**config.mk**
```make
export PLATFORM = sky130hd
export DESIGN_NAME = plldc_top
export DESIGN_NICKNAME = d
export VERILOG_FILES = /design/src/plldc_pkg.sv /design/src/plldc_top.sv
export SDC_FILE = /design/constraint.sdc
export NUM_CORES = 1
export LEC_CHECK = 0
export BUFFER_PORTS_ARGS = -buffer_cell sky130_fd_sc_hd__buf_2
export CORE_ASPECT_RATIO = 1.5
export CORE_MARGIN = 5
export CORE_UTILIZATION = 55
export CTS_BUF_LIST = sky130_fd_sc_hd__clkbuf_16
export DETAILED_ROUTE_END_ITERATION = 10
export PLACE_DENSITY = 0.95
export SLEW_MARGIN = 20
export SYNTH_ARGS = -nofsm -noshare
export SYNTH_HDL_FRONTEND = slang
export SYNTH_SLANG_ARGS = --single-unit
```
**constraint.sdc**
```tcl
create_clock -name clk_i -period 4 [get_ports clk_i]
set_input_delay 0.8 -clock clk_i [delete_from_list [all_inputs] [get_ports clk_i]]
set_output_delay 0.8 -clock clk_i [all_outputs]
set_load 0.01 [all_outputs]
```
**src/plldc_pkg.sv**
```systemverilog
package plldc_pkg;
  // Register indices; byte address is four times the index
  localparam logic [9:0] IDX_LOCK_CFG  = 10'h018;
  localparam logic [9:0] IDX_SYNC_DLY  = 10'h019;
  localparam logic [9:0] IDX_ABL_CFG   = 10'h020;
  localparam logic [9:0] IDX_IRQ_STAT  = 10'h021;
  localparam logic [9:0] IDX_IRQ_MASK  = 10'h022;
  localparam logic [9:0] IDX_LOCK_STAT = 10'h023;

  // Field positions
  localparam int RUN_SEL_HI  = 6;
  localparam int RUN_SEL_LO  = 5;
  localparam int WIN_RANGE_B = 4;
  localparam int LD_DIS_B    = 3;
  localparam int SYNC_HI     = 7;
  localparam int SYNC_LO     = 6;
  localparam int RDLY_HI     = 5;
  localparam int RDLY_LO     = 3;
  localparam int FDLY_HI     = 2;
  localparam int FDLY_LO     = 0;
  localparam int IRQ_LOCK_B  = 0;
  localparam int IRQ_LOSS_B  = 1;

  // Reset values
  localparam logic [7:0] LOCK_CFG_RST = 8'h00;
  localparam logic [7:0] SYNC_DLY_RST = 8'h00;
  localparam logic [1:0] ABL_RST      = 2'h0;

  // Sync pin response codes
  localparam logic [1:0] SYNC_ASYNC = 2'h1;
  localparam logic [1:0] SYNC_SYNC  = 2'h2;

  // Antibacklash widths in picoseconds
  localparam logic [12:0] ABL_PS_2P9 = 13'h0B54;
  localparam logic [12:0] ABL_PS_1P3 = 13'h0514;
  localparam logic [12:0] ABL_PS_6P0 = 13'h1770;

  // Consecutive cycles to lock
  localparam logic [7:0] RUN_5   = 8'h05;
  localparam logic [7:0] RUN_16  = 8'h10;
  localparam logic [7:0] RUN_64  = 8'h40;
  localparam logic [7:0] RUN_255 = 8'hFF;

  // Window and loss thresholds in clock cycles
  localparam logic [7:0] WIN_HI  = 8'h03;
  localparam logic [7:0] WIN_LO  = 8'h01;
  localparam logic [7:0] LOSS_HI = 8'h06;
  localparam logic [7:0] LOSS_LO = 8'h02;
  localparam logic [7:0] GAP_MAX = 8'hFF;

  typedef enum logic [2:0] {
    GAP_IDLE     = 3'b001,
    GAP_WAIT_FB  = 3'b010,
    GAP_WAIT_REF = 3'b100
  } plldc_gap_t;
endpackage

```
**src/plldc_top.sv**
```systemverilog
// The APB register port was chosen for this implementation.
module plldc_top
  import plldc_pkg::*;
(
  // Clock and reset
  input  wire logic        clk_i,
  input  wire logic        rst_n_i,
  // APB slave
  input  wire logic        psel_i,
  input  wire logic        penable_i,
  input  wire logic        pwrite_i,
  input  wire logic [11:0] paddr_i,
  input  wire logic [31:0] pwdata_i,
  output logic             pready_o,
  output logic      [31:0] prdata_o,
  output logic             pslverr_o,
  // Detector inputs, one-cycle edge pulses
  input  wire logic        ref_edge_i,
  input  wire logic        fb_edge_i,
  // Sync pin, active high
  input  wire logic        sync_i,
  // Analog controls
  output logic       [1:0] abl_sel_o,
  output logic      [12:0] abl_width_ps_o,
  output logic       [2:0] ref_delay_o,
  output logic       [2:0] fb_delay_o,
  // Divider resets, lock and interrupt
  output logic             div_async_rst_o,
  output logic             div_sync_rst_o,
  output logic             lock_flag_o,
  output logic             irq_o
);

  function automatic logic [12:0] abl_ps(input logic [1:0] code);
    case (code)
      2'h1:    abl_ps = ABL_PS_1P3;
      2'h2:    abl_ps = ABL_PS_6P0;
      default: abl_ps = ABL_PS_2P9;
    endcase
  endfunction

  function automatic logic [7:0] run_target(input logic [1:0] code);
    case (code)
      2'h1:    run_target = RUN_16;
      2'h2:    run_target = RUN_64;
      2'h3:    run_target = RUN_255;
      default: run_target = RUN_5;
    endcase
  endfunction

  logic [7:0] lock_cfg;
  logic [7:0] sync_dly;
  logic [1:0] abl_cfg;
  logic [1:0] irq_stat;
  logic [1:0] irq_mask;
  logic [7:0] run_cnt;
  logic [7:0] gap_cnt;
  logic       sync_q;
  plldc_gap_t gap_state;

  // Bus decode
  wire        idx_ok    = (paddr_i[1:0] == 2'h0);
  wire  [9:0] idx       = paddr_i[11:2];
  wire        setup     = psel_i && !penable_i;
  wire        wr_acc    = psel_i && penable_i && pwrite_i;
  wire        hit_lock  = idx_ok && (idx == IDX_LOCK_CFG);
  wire        hit_sync  = idx_ok && (idx == IDX_SYNC_DLY);
  wire        hit_abl   = idx_ok && (idx == IDX_ABL_CFG);
  wire        hit_stat  = idx_ok && (idx == IDX_IRQ_STAT);
  wire        hit_mask  = idx_ok && (idx == IDX_IRQ_MASK);
  wire        hit_lst   = idx_ok && (idx == IDX_LOCK_STAT);
  wire        hit_any   = hit_lock | hit_sync | hit_abl | hit_stat | hit_mask | hit_lst;
  wire [31:0] rd_mux    = hit_lock ? {24'h00_0000, lock_cfg} :
                          hit_sync ? {24'h00_0000, sync_dly} :
                          hit_abl  ? {30'h0000_0000, abl_cfg} :
                          hit_stat ? {30'h0000_0000, irq_stat} :
                          hit_mask ? {30'h0000_0000, irq_mask} :
                          hit_lst  ? {23'h00_0000, run_cnt, lock_flag_o} : 32'h0000_0000;

  // Configuration fields
  wire  [1:0] run_sel   = lock_cfg[RUN_SEL_HI:RUN_SEL_LO];
  wire        low_range = lock_cfg[WIN_RANGE_B];
  wire        ld_dis    = lock_cfg[LD_DIS_B];
  wire  [1:0] sync_mode = sync_dly[SYNC_HI:SYNC_LO];
  wire  [7:0] win_th    = low_range ? WIN_LO : WIN_HI;
  wire  [7:0] loss_th   = low_range ? LOSS_LO : LOSS_HI;
  wire  [7:0] target    = run_target(run_sel);

  assign pready_o = psel_i && penable_i;

  // Read data captured in setup so the access phase sees a flop
  always_ff @(posedge clk_i) begin
    if (!rst_n_i) begin
      prdata_o  <= 32'h0000_0000;
      pslverr_o <= 1'b0;
    end else if (setup) begin
      prdata_o  <= pwrite_i ? 32'h0000_0000 : rd_mux;
      pslverr_o <= !hit_any;
    end
  end

  // Control register writes
  always_ff @(posedge clk_i) begin
    if (!rst_n_i) begin
      lock_cfg <= LOCK_CFG_RST;
      sync_dly <= SYNC_DLY_RST;
      abl_cfg  <= ABL_RST;
      irq_mask <= 2'h0;
    end else if (wr_acc) begin
      if (hit_lock) lock_cfg <= pwdata_i[7:0] & 8'h78;
      if (hit_sync) sync_dly <= pwdata_i[7:0];
      if (hit_abl)  abl_cfg  <= pwdata_i[1:0];
      if (hit_mask) irq_mask <= pwdata_i[1:0];
    end
  end

  assign abl_sel_o      = abl_cfg;
  assign abl_width_ps_o = abl_ps(abl_cfg);
  assign ref_delay_o    = sync_dly[RDLY_HI:RDLY_LO];
  assign fb_delay_o     = sync_dly[FDLY_HI:FDLY_LO];

  // Edge spacing measurement; a cycle ends when both edges are seen
  plldc_gap_t next_gap_state;
  logic       cyc_done;
  always_comb begin
    next_gap_state = gap_state;
    cyc_done       = 1'b0;
    case (gap_state)
      GAP_IDLE: begin
        if (ref_edge_i && fb_edge_i) cyc_done = 1'b1;
        else if (ref_edge_i)         next_gap_state = GAP_WAIT_FB;
        else if (fb_edge_i)          next_gap_state = GAP_WAIT_REF;
      end
      GAP_WAIT_FB: begin
        if (fb_edge_i) begin
          cyc_done       = 1'b1;
          next_gap_state = GAP_IDLE;
        end
      end
      GAP_WAIT_REF: begin
        if (ref_edge_i) begin
          cyc_done       = 1'b1;
          next_gap_state = GAP_IDLE;
        end
      end
      default: next_gap_state = GAP_IDLE;
    endcase
  end

  wire  [7:0] gap       = (gap_state == GAP_IDLE) ? 8'h00 : gap_cnt;
  wire        in_win    = gap < win_th;
  // loss threshold is wider than the window
  wire        over_loss = gap > loss_th;
  wire        run_full  = (run_cnt + 8'h01) >= target;

  always_ff @(posedge clk_i) begin
    if (!rst_n_i) begin
      gap_state <= GAP_IDLE;
      gap_cnt   <= 8'h00;
    end else begin
      gap_state <= next_gap_state;
      if (next_gap_state == GAP_IDLE || gap_state == GAP_IDLE) gap_cnt <= 8'h01;
      else if (gap_cnt != GAP_MAX)                             gap_cnt <= gap_cnt + 8'h01;
    end
  end

  // Lock run counter and flag
  logic next_lock;
  logic [7:0] next_run;
  always_comb begin
    next_lock = lock_flag_o;
    next_run  = run_cnt;
    // disable bit / hold clear while disabled
    if (ld_dis) begin
      next_lock = 1'b0;
      next_run  = 8'h00;
    end else if (cyc_done && !lock_flag_o) begin
      if (!in_win)       next_run = 8'h00;
      else if (run_full) begin
        next_lock = 1'b1;
        next_run  = 8'h00;
      end else           next_run = run_cnt + 8'h01;
    end else if (cyc_done && over_loss) begin
      next_lock = 1'b0;
      next_run  = 8'h00;
    end
  end

  always_ff @(posedge clk_i) begin
    if (!rst_n_i) begin
      lock_flag_o <= 1'b0;
      run_cnt     <= 8'h00;
    end else begin
      lock_flag_o <= next_lock;
      run_cnt     <= next_run;
    end
  end

  // async reset passes the pin straight through, no clock needed
  assign div_async_rst_o = sync_i && (sync_mode == SYNC_ASYNC);

  // synchronous reset on the clock after the pin rises
  always_ff @(posedge clk_i) begin
    if (!rst_n_i) begin
      sync_q         <= 1'b0;
      div_sync_rst_o <= 1'b0;
    end else begin
      sync_q         <= sync_i;
      div_sync_rst_o <= sync_i && !sync_q && (sync_mode == SYNC_SYNC);
    end
  end

  // Sticky events; a new event beats a same-cycle clear
  wire [1:0] evt    = {lock_flag_o && !next_lock, !lock_flag_o && next_lock};
  wire [1:0] w1c    = (wr_acc && hit_stat) ? pwdata_i[1:0] : 2'h0;
  always_ff @(posedge clk_i) begin
    if (!rst_n_i) irq_stat <= 2'h0;
    else          irq_stat <= (irq_stat & ~w1c) | evt;
  end
  assign irq_o = |(irq_stat & irq_mask);
endmodule

```
Word level (Yosys, flattened, before mapping):

Index checks and enable logic that the tools add are counted.

* multiplexer cells: 34
* equal/unequal tests: 18
* magnitude comparators: 3
* add/sub/neg operators: 2
* bitwise operators: 10
* reductions and logical operators: 34

Operators by type and width (number)
* $mux W9: 7
* $eq A10 B6 Y1 const B: 4
* $mux W8: 5
* $pmux W13 S2: 1
* $pmux W8 S3: 1
* $eq A10 B5 Y1 const B: 2
* $logic_and A1 B1 Y1: 18
* $mux W3: 6
* $add A8 B1 Y8 const B: 2
* $mux W1: 10
* $pmux W3 S3: 1
* $eq A2 B2 Y1 const B: 4
* $ge A8 B8 Y1: 1
* $gt A8 B3 Y1: 1
* $lt A8 B2 Y1: 1
* $ne A8 B8 Y1 const B: 1
* $reduce_and A2 Y1: 4
* $eq A2 B1 Y1 const B: 3
* $eq A3 B1 Y1 const B: 2
* $reduce_or A2 Y1: 3
* $logic_not A1 Y1: 5
* $or A1 B1 Y1: 5
* $and A2 B2 Y2: 2
* $mux W2: 2
* other kinds (9): 10

* bits in registers: 73
* word-level logic and storage cells: 115
* output and inout bits: 59
* input port bits: 52

Depth between registers and ports, before layout:

Gate-level depths: netlist of run 1.

* word-level depth: 10
* gate-level depth with buffers: 12

Worst setup path before layout of run 1:

No wires, ideal clock.

* path kind: register to register
* start: register gap_state[0]
* end: register run_cnt[2]
* cell stages (with the launch flop): 9
* data required time: 3924 ps
* data arrival time: 2307 ps
* setup slack: 1618 ps
* clock period less this slack: 2382 ps
* cells stage by stage: dfxtp_1 > or3b_1 > and2_2 > ha_1 > a2111oi_0 > nand3_1 > a221oi_4 > o221ai_1 > o21ai_0

* cells in the longest elaborated chain, start to end: 5

Ends and longest elaborated chain
* from (decl): RTL line plldc_top.sv:59 `plldc_gap_t gap_state;`
* from (signal assigned): RTL line plldc_top.sv:161 `gap_state <= next_gap_state;`
* $eq A3 B1 Y1: RTL line plldc_top.sv:128, plldc_top.sv:150
* $mux W8: RTL line plldc_top.sv:150 `wire [7:0] gap = (gap_state == GAP_IDLE) ? 8'h00 : gap_cnt;`
* $lt A8 B2 Y1 / $gt A8 B3 Y1 (equally long branches): RTL line plldc_top.sv:151, plldc_top.sv:153
* $mux W8 / $logic_and A1 B1 Y1 (equally long branches): RTL line plldc_top.sv:178, plldc_top.sv:183
* $mux W8 / $reduce_bool A2 Y1 (equally long branches)
* to (signal assigned): RTL line plldc_top.sv:195 `run_cnt <= next_run;`
* to (decl): RTL line plldc_top.sv:56 `logic [7:0] run_cnt;`

Parallel ways exist; a longest one is shown, timed or not.
A chain may end at the register's enable or synchronous reset.

Final worst setup path of run 1:

* start: register run_cnt[0]
* end: register run_cnt[7]

* cells in the longest elaborated chain, start to end: 5

Ends and longest elaborated chain
* $add A8 B1 Y8 (*): RTL line plldc_top.sv:154, plldc_top.sv:182
* $ge A8 B8 Y1: RTL line plldc_top.sv:154 `wire run_full = (run_cnt + 8'h01) >= target;`
* $mux W8 (*): RTL line plldc_top.sv:179 `else if (run_full) begin`
* $mux W8 (*): RTL line plldc_top.sv:178 `if (!in_win) next_run = 8'h00;`
* $mux W8 (*): RTL line plldc_top.sv:177 `end else if (cyc_done && !lock_flag_o) begin`

Mark *: on every way between the ends. The rest lies on a longest branch, timed or not.

==> results of run 1 <==
-- per-layer routing --
layer,part of all wire (%),routed length (um)
met5,0,0
met3,8.1,613
met2,52,3950
met4,4.7,354
met1,35,2680
-- cells by family (layout without fill, tap and decap cells) --
family / after synthesis / in the layout
xor+xnor: 8 / 8
simple gates: 137 / 137
mux: 19 / 19
fa+ha+maj: 20 / 20
buf+inv: 73 / 91
flops: 50 / 50
compound gates: 71 / 71
other cells: 2 / 29
-- sequential cells by signal, indices dropped and copies added, names as in the netlist, 2 cells and up --
name       count
prdata_o       9
gap_cnt        8
run_cnt        8
sync_dly       8
lock_cfg       4
gap_state      3
abl_sel_o      2
irq_mask       2
irq_stat       2
-- worst max-delay path, cell delays in order (launching register included) --
cell	delay, ps
dfxtp_1	450
and3_1	280
nand3_1	140
nor3_1	260
xnor2_1	210
inv_1	80
ha_1	320
a211oi_1	350
o221a_2	330
o211ai_1	230
o22ai_1	230
-- placed cells by master (no fill, tap or decap), types with 2 or more instances in the layout --
cell type	count
a211oi_1	3
a21boi_0	7
a21oi_1	7
a22oi_1	7
a31oi_1	2
and2_1	8
and2_2	3
and2b_2	3
and3_1	5
and4_1	3
buf_2	57
clkbuf_16	5
conb_1	29
dfxtp_1	50
ha_1	20
inv_1	26
mux2_2	2
mux2i_1	16
nand2_1	27
nand2b_1	3
nand3_1	12
nand3b_1	4
nand4_1	5
nand4b_1	2
nor2_1	29
nor2b_1	14
nor3_1	4
nor3b_1	4
nor4_1	2
o21ai_0	17
o21bai_1	2
o221ai_1	5
o22ai_1	3
o31ai_1	4
or2_2	4
xnor2_1	5
xor2_1	3
-- final timing paths --
check	cells past startpoint	to
worst min-delay path	2	prdata_o[0]$_SDFFE_PN0P_
worst max-delay path	10	run_cnt[7]$_SDFFE_PP0P_
worst min register to register	2	prdata_o[0]$_SDFFE_PN0P_
worst max register to register	10	run_cnt[7]$_SDFFE_PP0P_
-- power groups by stage --
stage,logic [uW],registers (uW),clock network [uW]
3_5_place_dp,95.4,522,0
2_1_floorplan,87.3,520,0
5_1_grt,108,511,513
3_3_place_gp,92.2,521,0
6_report,98.1,511,487
4_1_cts,96.9,510,490
-- layout make-up --
type                    instances  share of cell area, %
multi-input cells             284                   53.8
repair buffers                 57                   8.02
clock inverters                 3                   1.23
clock buffers                   5                   3.52
flip-flops and latches         50                   28.1
well taps                      72                   2.53
inverters                      26                   2.74
-- metrics by stage --
stage | instance area (sq um) | std cells | hold slack, ps | utilization (%) | setup WS [ps]
after global placement | 3390 | 489 | 431 | 59.0 | 1350
final | 3560 | 497 | 449 | 61.9 | 1040
after CTS | 3560 | 497 | 457 | 61.9 | 1100
after detailed placement | 3390 | 489 | 441 | 59.0 | 1280
after global routing | 3560 | 497 | 487 | 61.9 | 832
after floorplan | 3330 | 407 | 463 | - | 1620
==> impl_metrics.json, run 1 <==
{
  "worstSetupPathType": "flop to flop",
  "number_of_buffers_added_by_the_clock_tree_synthesis_step": 5,
  "synth_edf_count": 0,
  "slew_viol_final": 0,
  "initial_drt_pass_iterations": 4,
  "insertion_delay_ps": 290,
  "placement_rows": 34,
  "detailroute.via_count": 2859,
  "grt_pass1_wl_um": 12000,
  "route.detailed.vias_per_inst": 5.75,
  "hold_violations": 0,
  "cts_root_buf": "clkbuf_16",
  "power.switching_fraction_pct": 23.6,
  "portBuffers": 57,
  "area.sequential_sq_mm": 0.00100,
  "slew_headroom_pct": 52.9,
  "post_synthesis_simple_gate_area_fraction_pct": 23.3,
  "switchingPower_uw": 258,
  "yosys_most_used_dff": "dfxtp_1",
  "min_from": "prdata_o[0]$_SDFFE_PN0P_",
  "synth_commonest_cells": "dfxtp_1, buf_4, nor2_1",
  "yosys_warnings": 0,
  "largest_family_of_logic_cells_by_synthesized_area": "simple AND/OR/NAND/NOR gates",
  "grtUsageMet3_pct": 4.17,
  "antenna_violating_nets_post_route": 0,
  "p_seq_share_pct": 46.6,
  "yosysTopAreaCellShare_pct": 31.0,
  "layout-area-overhead-vs-synth_pct": 10.2,
  "drt_iter0_markers": 156,
  "groute.usage.overall_pct": 19.6,
  "grt-busiest-layer": "met2",
  "cellInternalPower_uw": 837,
  "tritoncts_clock_tree": "built",
  "netlist_area_sq_mm": 0.00323,
  "final_net_count": 496,
  "cts_buffer_depth": 2,
  "grt_max_degree": 32,
  "outcome": "complete, no violations",
  "setup.worst_path.start": "run_cnt[0]$_SDFFE_PP0P_",
  "globalRouteOverflowTotal": 0,
  "clkSlewWorstSetupHoldPaths_ps": 70,
  "post-dp-hpwl_um": 5910,
  "finalSetupViolCount": 0,
  "syn-mean-instance-area_sq_um": 8.49,
  "max_slew.worst_pin.slew_ps": 704,
  "routabilityCongestion": 0.868,
  "yosys-mux-area-fraction_pct": 6.36,
  "critical_path.max_fanout": 5,
  "worst_clock_skew_ps": 4.87,
  "synth-compound-area-share_pct": 16.4,
  "leakage_uw": 0.00163,
  "detail_route.wl_per_cell_um": 15.3,
  "num-fill-cells": 462,
  "n_antenna_cell": 0,
  "ys_ff_latch": 50,
  "postCtsHoldBufs": 0,
  "netlist_top_cells_area": "dfxtp_1, buf_4, ha_1, mux2i_1, nor2_1",
  "most_common_cell_in_the_netlist": "dfxtp_1",
  "io-pin-count": 111,
  "synth_fa_ha_area_share_pct": 7.75,
  "number_of_cells_upsized_or_downsized_after_cts": 0,
  "post_synth_xor_area_fraction_pct": 2.17,
  "worstSetupEndpointType": "flop",
  "critical_path.startpoint_type": "flop",
  "async_reset_ff_share_pct": 0,
  "starting_utilization_of_the_core_area_pct": 56.2,
  "synth_top_cell_by_area": "dfxtp_1",
  "grt_antenna_before_repair": 0,
  "setup-tns-final_ps": 0,
  "reg2reg_from": "run_cnt[0]$_SDFFE_PP0P_",
  "cap_violations": 0,
  "ys_seq_area_share_pct": 31.0,
  "finalWirelength_um": 7600,
  "setup.reg_to_reg.worst_slack_ps": 1040,
  "power.share.combinational_pct": 9.0,
  "achievable-frequency_mhz": 338,
  "dieHeight_um": 104,
  "met2_usage_pct": 36.5,
  "post_cts_setup_buffer_count": 0,
  "power.share.clock_pct": 44.4,
  "final_period_minus_worst_setup_slack_ps": 2960,
  "multiInputGateArea_sq_mm": 0.00191,
  "report.power.total_uw": 1100,
  "die_w_um": 72.6,
  "worstPathArrival_ps": 3160,
  "htree_num_levels": 2,
  "min_period_over_period_pct": 73.9,
  "holdCritPathClass": "flop to flop",
  "worst_ir_drop_vdd_mv": 0.177,
  "drcViolationCount": 0,
  "unrepaired_setup_endpoints_after_global_routing": "false",
  "global_route.usage.met1_pct": 19.0,
  "cp_data_required_time_ps": 4200,
  "via_count_of_the_first_global_routing_pass": 2757,
  "clock-sinks": 50,
  "dieArea_sq_mm": 0.00753,
  "number_of_different_library_cells_in_the_post_synthesis_netlist": 59,
  "post_route_cells_drive_above_1_share_pct": 20.5,
  "floorplan_core_area_sq_mm": 0.00574,
  "syn-instance-count": 380,
  "p_per_area_mw_per_mm2": 308
}
Power figures use the tool's default switching activity.
==> inputs of run 2 (changes only) <==
--- a/config.mk
+++ b/config.mk
@@ -8,10 +8,10 @@
 export BUFFER_PORTS_ARGS = -buffer_cell sky130_fd_sc_hd__buf_2
 export CORE_ASPECT_RATIO = 1.5
 export CORE_MARGIN = 5
-export CORE_UTILIZATION = 55
+export CORE_UTILIZATION = 51
 export CTS_BUF_LIST = sky130_fd_sc_hd__clkbuf_16
 export DETAILED_ROUTE_END_ITERATION = 10
-export PLACE_DENSITY = 0.95
+export PLACE_DENSITY = 0.92
 export SLEW_MARGIN = 20
 export SYNTH_ARGS = -nofsm -noshare
 export SYNTH_HDL_FRONTEND = slang
==> constraint.sdc (replaced) <==
create_clock -name clk_i -period 2.95 [get_ports clk_i]
set_input_delay 0.59 -clock clk_i [delete_from_list [all_inputs] [get_ports clk_i]]
set_output_delay 0.59 -clock clk_i [all_outputs]
set_load 0.01 [all_outputs]
==> impl_metrics.json, run 2 (synthesis results as in run 1) <==
{
  "grt_antenna_before_repair": 0,
  "number_of_buffers_added_by_the_clock_tree_synthesis_step": 5,
  "n_antenna_cell": 0,
  "worstSetupPathType": "flop to flop",
  "htree_num_levels": 2,
  "io-pin-count": 111,
  "multiInputGateArea_sq_mm": 0.00192,
  "starting_utilization_of_the_core_area_pct": 52.3,
  "layout_commonest_cell": "buf_2",
  "initial_drt_pass_iterations": 5,
  "groute.usage.overall_pct": 20.4,
  "crit_family": "compound AO/OA/AOI/OAI gates",
  "final_period_minus_worst_setup_slack_ps": 2760,
  "commonest_cells_after_routing_fill_and_taps_aside": "buf_2, dfxtp_1, nor2_1, conb_1",
  "antenna_violating_nets_post_route": 0,
  "drt_iter0_markers": 208,
  "final_net_count": 498,
  "setup-tns-final_ps": 0,
  "cap_violations": 0,
  "fin_worst_hold_slack_ps": 458,
  "post-dp-hpwl_um": 5950,
  "post_route_cells_drive_above_1_share_pct": 21.1,
  "detailroute.via_count": 2898,
  "via_count_of_the_first_global_routing_pass": 2835,
  "grt_max_degree": 32,
  "critical_path.max_fanout": 8,
  "drcViolationCount": 0,
  "slew_headroom_pct": 52.1,
  "holdCritPathClass": "flop to flop",
  "dp_slack_ps": 158,
  "die_w_um": 75.0,
  "worst_ir_drop_vdd_mv": 0.223,
  "routabilityCongestion": 0.865,
  "p_per_area_mw_per_mm2": 411,
  "route.detailed.vias_per_inst": 5.78,
  "timing.critical_path.slowest_cell_delay_ps": 460,
  "leakage_uw": 0.00163,
  "cts_buffer_depth": 2,
  "worstPathArrival_ps": 2970,
  "cp_data_required_time_ps": 3160,
  "unrepaired_setup_endpoints_after_global_routing": "false",
  "max_slew.worst_pin.slew_ps": 717,
  "min_period_over_period_pct": 93.7,
  "grt_pass1_wl_um": 12800,
  "dieHeight_um": 107,
  "globalRouteOverflowTotal": 0,
  "hold_violations": 0,
  "cts_root_buf": "clkbuf_16",
  "critical_path.startpoint_type": "flop",
  "post-route-worst-setup-slack_ps": 185,
  "detail_route.wl_per_cell_um": 16.3,
  "cp.buffers_inverters": 0,
  "insertion_delay_ps": 290,
  "worst_clock_skew_ps": 4.05,
  "stdcell_area_sq_mm": 0.00358,
  "regMostFlops": "prdata_o",
  "timing.critical_path.cells": "or3b_1 -> and2_2 -> ha_1 -> a2111oi_0 -> nand3_1 -> a221oi_4 -> o221ai_1 -> o21ai_0",
  "share_of_the_core_filled_with_cells_pct": 57.9,
  "portBuffers": 57,
  "clkSlewWorstSetupHoldPaths_ps": 70,
  "place_area_sq_mm": 0.00340,
  "finalSetupViolCount": 0,
  "clock-sinks": 50,
  "crit_slowest_cell": "or3b_1",
  "num-fill-cells": 541,
  "dieArea_sq_mm": 0.00805,
  "outcome": "complete, no violations",
  "finalWirelength_um": 8170,
  "largest_register_ffs": 9,
  "slew_viol_final": 0,
  "placement_rows": 35,
  "area.sequential_sq_mm": 0.00100,
  "tritoncts_clock_tree": "built",
  "worstSetupEndpointType": "flop",
  "layout-area-overhead-vs-synth_pct": 10.8,
  "floorplan_core_area_sq_mm": 0.00617,
  "achievable-frequency_mhz": 362
}
-- run 2: cell types whose count changed in the layout (fill, tap and decap cells not counted), sizes merged --
cell      previous run  this run
buf                 57        59
clkinv               1         0
clkinvlp             0         1
-- run 2: power breakdown --
group	switching [uW]	internal, uW	leakage, uW	total (uW)
Sequential	11.4	682	0.000404	694
Combinational	83.4	53.2	0.00115	137
Clock	244	397	0.0000812	641
Total	339	1130	0.00163	1470
-- run 2: final timing paths --
kind	start	to	slack [ps]	cells past startpoint
min reg2reg	prdata_o[5]$_SDFFE_PN0P_	prdata_o[5]$_SDFFE_PN0P_	460	2
max reg2reg	gap_state[1]$_SDFF_PN0_	run_cnt[5]$_SDFFE_PP0P_	190	8
min	prdata_o[5]$_SDFFE_PN0P_	prdata_o[5]$_SDFFE_PN0P_	460	2
max	gap_state[1]$_SDFF_PN0_	run_cnt[5]$_SDFFE_PP0P_	190	8
-- run 2: stage by stage --
stage	total power [uW]	std cells
6_report	1470	501
5_1_grt	1530	501
4_1_cts	1480	500
3_5_place_dp	839	492
3_3_place_gp	832	492
2_1_floorplan	824	407
-- run 2: timing repair --
| item | CTS | global route |
|---|---|---|
| buffers inserted | 0 | 1 |
| hold buffers | 0 | 0 |
| gates resized for setup | 0 | 2 |
| setup endpoints to repair | 0 | 8 |
-- run 2: tightest hold or removal path, cell delays in order (launching register included) --
cell	delay, ps
dfxtp_1	330
nand2_1	40
o21ai_0	60
-- run 2: layout make-up --
class,instances,share of cell area (%)
inverter,26,2.73
tap,74,2.59
multi-input combinational,284,53.6
clock buffer,5,3.50
clock inverter,3,1.15
sequential,50,28.0
timing repair buffer,59,8.39
-- run 2: layer usage --
metal	wire length (um)	global-route usage, %	up-vias
met3	656	3.93	33
met4	337	10.8	0
met5	0	0	-
met1	2820	20.5	1345
li1	-	-	1358
met2	4360	37.7	162
==> inputs of run 3 (changes only) <==
--- a/config.mk
+++ b/config.mk
@@ -6,9 +6,11 @@
 export NUM_CORES = 1
 export LEC_CHECK = 0
 export BUFFER_PORTS_ARGS = -buffer_cell sky130_fd_sc_hd__buf_2
+export CELL_PAD_IN_SITES_DETAIL_PLACEMENT = 0
+export CELL_PAD_IN_SITES_GLOBAL_PLACEMENT = 1
 export CORE_ASPECT_RATIO = 1.5
 export CORE_MARGIN = 5
-export CORE_UTILIZATION = 51
+export CORE_UTILIZATION = 37
 export CTS_BUF_LIST = sky130_fd_sc_hd__clkbuf_16
 export DETAILED_ROUTE_END_ITERATION = 10
 export PLACE_DENSITY = 0.92
==> impl_metrics.json, run 3 (synthesis results as in run 1) <==
{
  "outcome": "complete, no violations",
  "route.detailed.vias_per_inst": 5.09,
  "worst_ir_drop_vdd_mv": 0.332,
  "portBuffers": 57,
  "io-pin-count": 111,
  "drcViolationCount": 0,
  "starting_utilization_of_the_core_area_pct": 38.1,
  "dieHeight_um": 124,
  "number_of_buffers_added_by_the_clock_tree_synthesis_step": 5,
  "fin_worst_hold_slack_ps": 454,
  "globalRouteOverflowTotal": 0,
  "num-fill-cells": 823,
  "worstHoldPathCells": 2,
  "post_cts_setup_buffer_count": 0,
  "timing.critical_path.depth": 8,
  "groute.usage.overall_pct": 13.9,
  "initial_drt_pass_iterations": 4,
  "routabilityCongestion": 0.802,
  "cp.buffers_inverters": 0,
  "crit_slowest_cell": "dfxtp_1",
  "cts_root_buf": "clkbuf_16",
  "post_route_cells_drive_above_1_share_pct": 21.3,
  "r2r.worst_path.cells": 8,
  "max_slew.worst_pin.slew_ps": 696,
  "p_per_area_mw_per_mm2": 392,
  "multiInputGateArea_sq_mm": 0.00192,
  "cp_data_required_time_ps": 3170,
  "hold_violations": 0,
  "layout-area-overhead-vs-synth_pct": 11.8,
  "postCtsHoldBufs": 0,
  "cts_buffer_depth": 2,
  "regMostFlops": "prdata_o",
  "dieArea_sq_mm": 0.0107,
  "critical_path.startpoint_type": "flop",
  "crit_family": "compound AO/OA/AOI/OAI gates",
  "n_antenna_cell": 0,
  "tritoncts_clock_tree": "built",
  "slew_viol_final": 0,
  "slew_headroom_pct": 53.5,
  "grt_pass1_wl_um": 12100,
  "htree_num_levels": 2,
  "post-dp-hpwl_um": 6120,
  "detailroute.via_count": 2723,
  "timing.critical_path.slowest_cell_delay_ps": 430,
  "leakage_uw": 0.00163,
  "grt_max_degree": 32,
  "clkSlewWorstSetupHoldPaths_ps": 70,
  "timing.critical_path.cells": "or3b_1 -> and2_2 -> ha_1 -> a2111oi_0 -> nand3_1 -> a221oi_4 -> o221ai_1 -> o21ai_0",
  "min_period_over_period_pct": 90.5,
  "grt_antenna_before_repair": 0,
  "die_w_um": 86.3,
  "via_count_of_the_first_global_routing_pass": 2647,
  "worst_clock_skew_ps": 6.62,
  "largest_register_ffs": 9,
  "area.sequential_sq_mm": 0.00100,
  "detail_route.wl_per_cell_um": 14.1,
  "critical_path.max_fanout": 9,
  "antenna_violating_nets_post_route": 0,
  "clock-sinks": 50,
  "commonest_cells_after_routing_fill_and_taps_aside": "buf_2, dfxtp_1, nor2_1, conb_1, nand2_1",
  "cap_violations": 0,
  "insertion_delay_ps": 290,
  "worstSetupEndpointType": "flop",
  "final_period_minus_worst_setup_slack_ps": 2670,
  "finalWirelength_um": 7540,
  "floorplan_core_area_sq_mm": 0.00846,
  "final_net_count": 499,
  "placement_rows": 41,
  "achievable-frequency_mhz": 375,
  "setup-tns-final_ps": 0,
  "holdCritPathClass": "flop to flop",
  "unrepaired_setup_endpoints_after_global_routing": "false",
  "finalSetupViolCount": 0,
  "drt_iter0_markers": 146,
  "layout_commonest_cell": "buf_2",
  "worstPathArrival_ps": 2890,
  "worstSetupPathType": "flop to flop"
}
-- run 3: cell types whose count changed in the layout (fill, tap and decap cells not counted), sizes merged --
| cell | before | now |
|---|---|---|
| buf | 59 | 60 |
| bufinv | 1 | 0 |
| clkinv | 0 | 1 |
-- run 3: routing by layer --
metal  track usage (%)  vias up  share of wire (%)
li1                  -     1355                  -
met1              12.6     1270                 36
met2              26.9       80                 54
met3              2.58       18                5.7
met4              8.35        0                4.6
met5                 0        -                  0
-- run 3: what timing repair did --
item	CTS	global route
endpoints found under the hold margin	0	0
resized for setup	0	1
endpoints found under the setup margin	0	2
-- run 3: cell type report --
type	count	share of cell area, %
Clock buffer	5	3.47
Clock inverter	3	0.693
Inverter	26	2.70
Multi-Input combinational cell	284	53.2
Sequential cell	50	27.7
Tap cell	107	3.71
Timing Repair Buffer	60	8.53
-- run 3: metrics by stage --
stage	total power, uW	cell area [sq um]	utilization (%)	instances	setup WS (ps)
6_report	1410	3610	42.6	535	281
5_1_grt	1470	3610	42.6	535	32.2
4_1_cts	1420	3600	42.6	535	216
3_5_place_dp	840	3450	40.8	527	241
3_3_place_gp	837	3450	40.8	527	331
2_1_floorplan	824	3330	-	407	568
-- run 3: tightest hold or removal path, delay by kind of cell (launching register included) --
family	cells	cell delay [ps]
flops	1	330
compound gates	1	50
simple gates	1	40
-- run 3: power breakdown --
part           internal [uW]  switching (uW)  leakage, uW
logic                   54.4            80.5      0.00116
clock network            319             269    0.0000704
registers                682            8.86     0.000404
-- run 3: worst paths after layout --
kind                                   end  slack (ps)                     start
setup reg to reg   run_cnt[5]$_SDFFE_PP0P_         280   gap_state[0]$_SDFF_PN1_
hold reg to reg   prdata_o[0]$_SDFFE_PN0P_         450  prdata_o[0]$_SDFFE_PN0P_
hold / removal    prdata_o[0]$_SDFFE_PN0P_         450  prdata_o[0]$_SDFFE_PN0P_
setup / recovery   run_cnt[5]$_SDFFE_PP0P_         280   gap_state[0]$_SDFF_PN1_
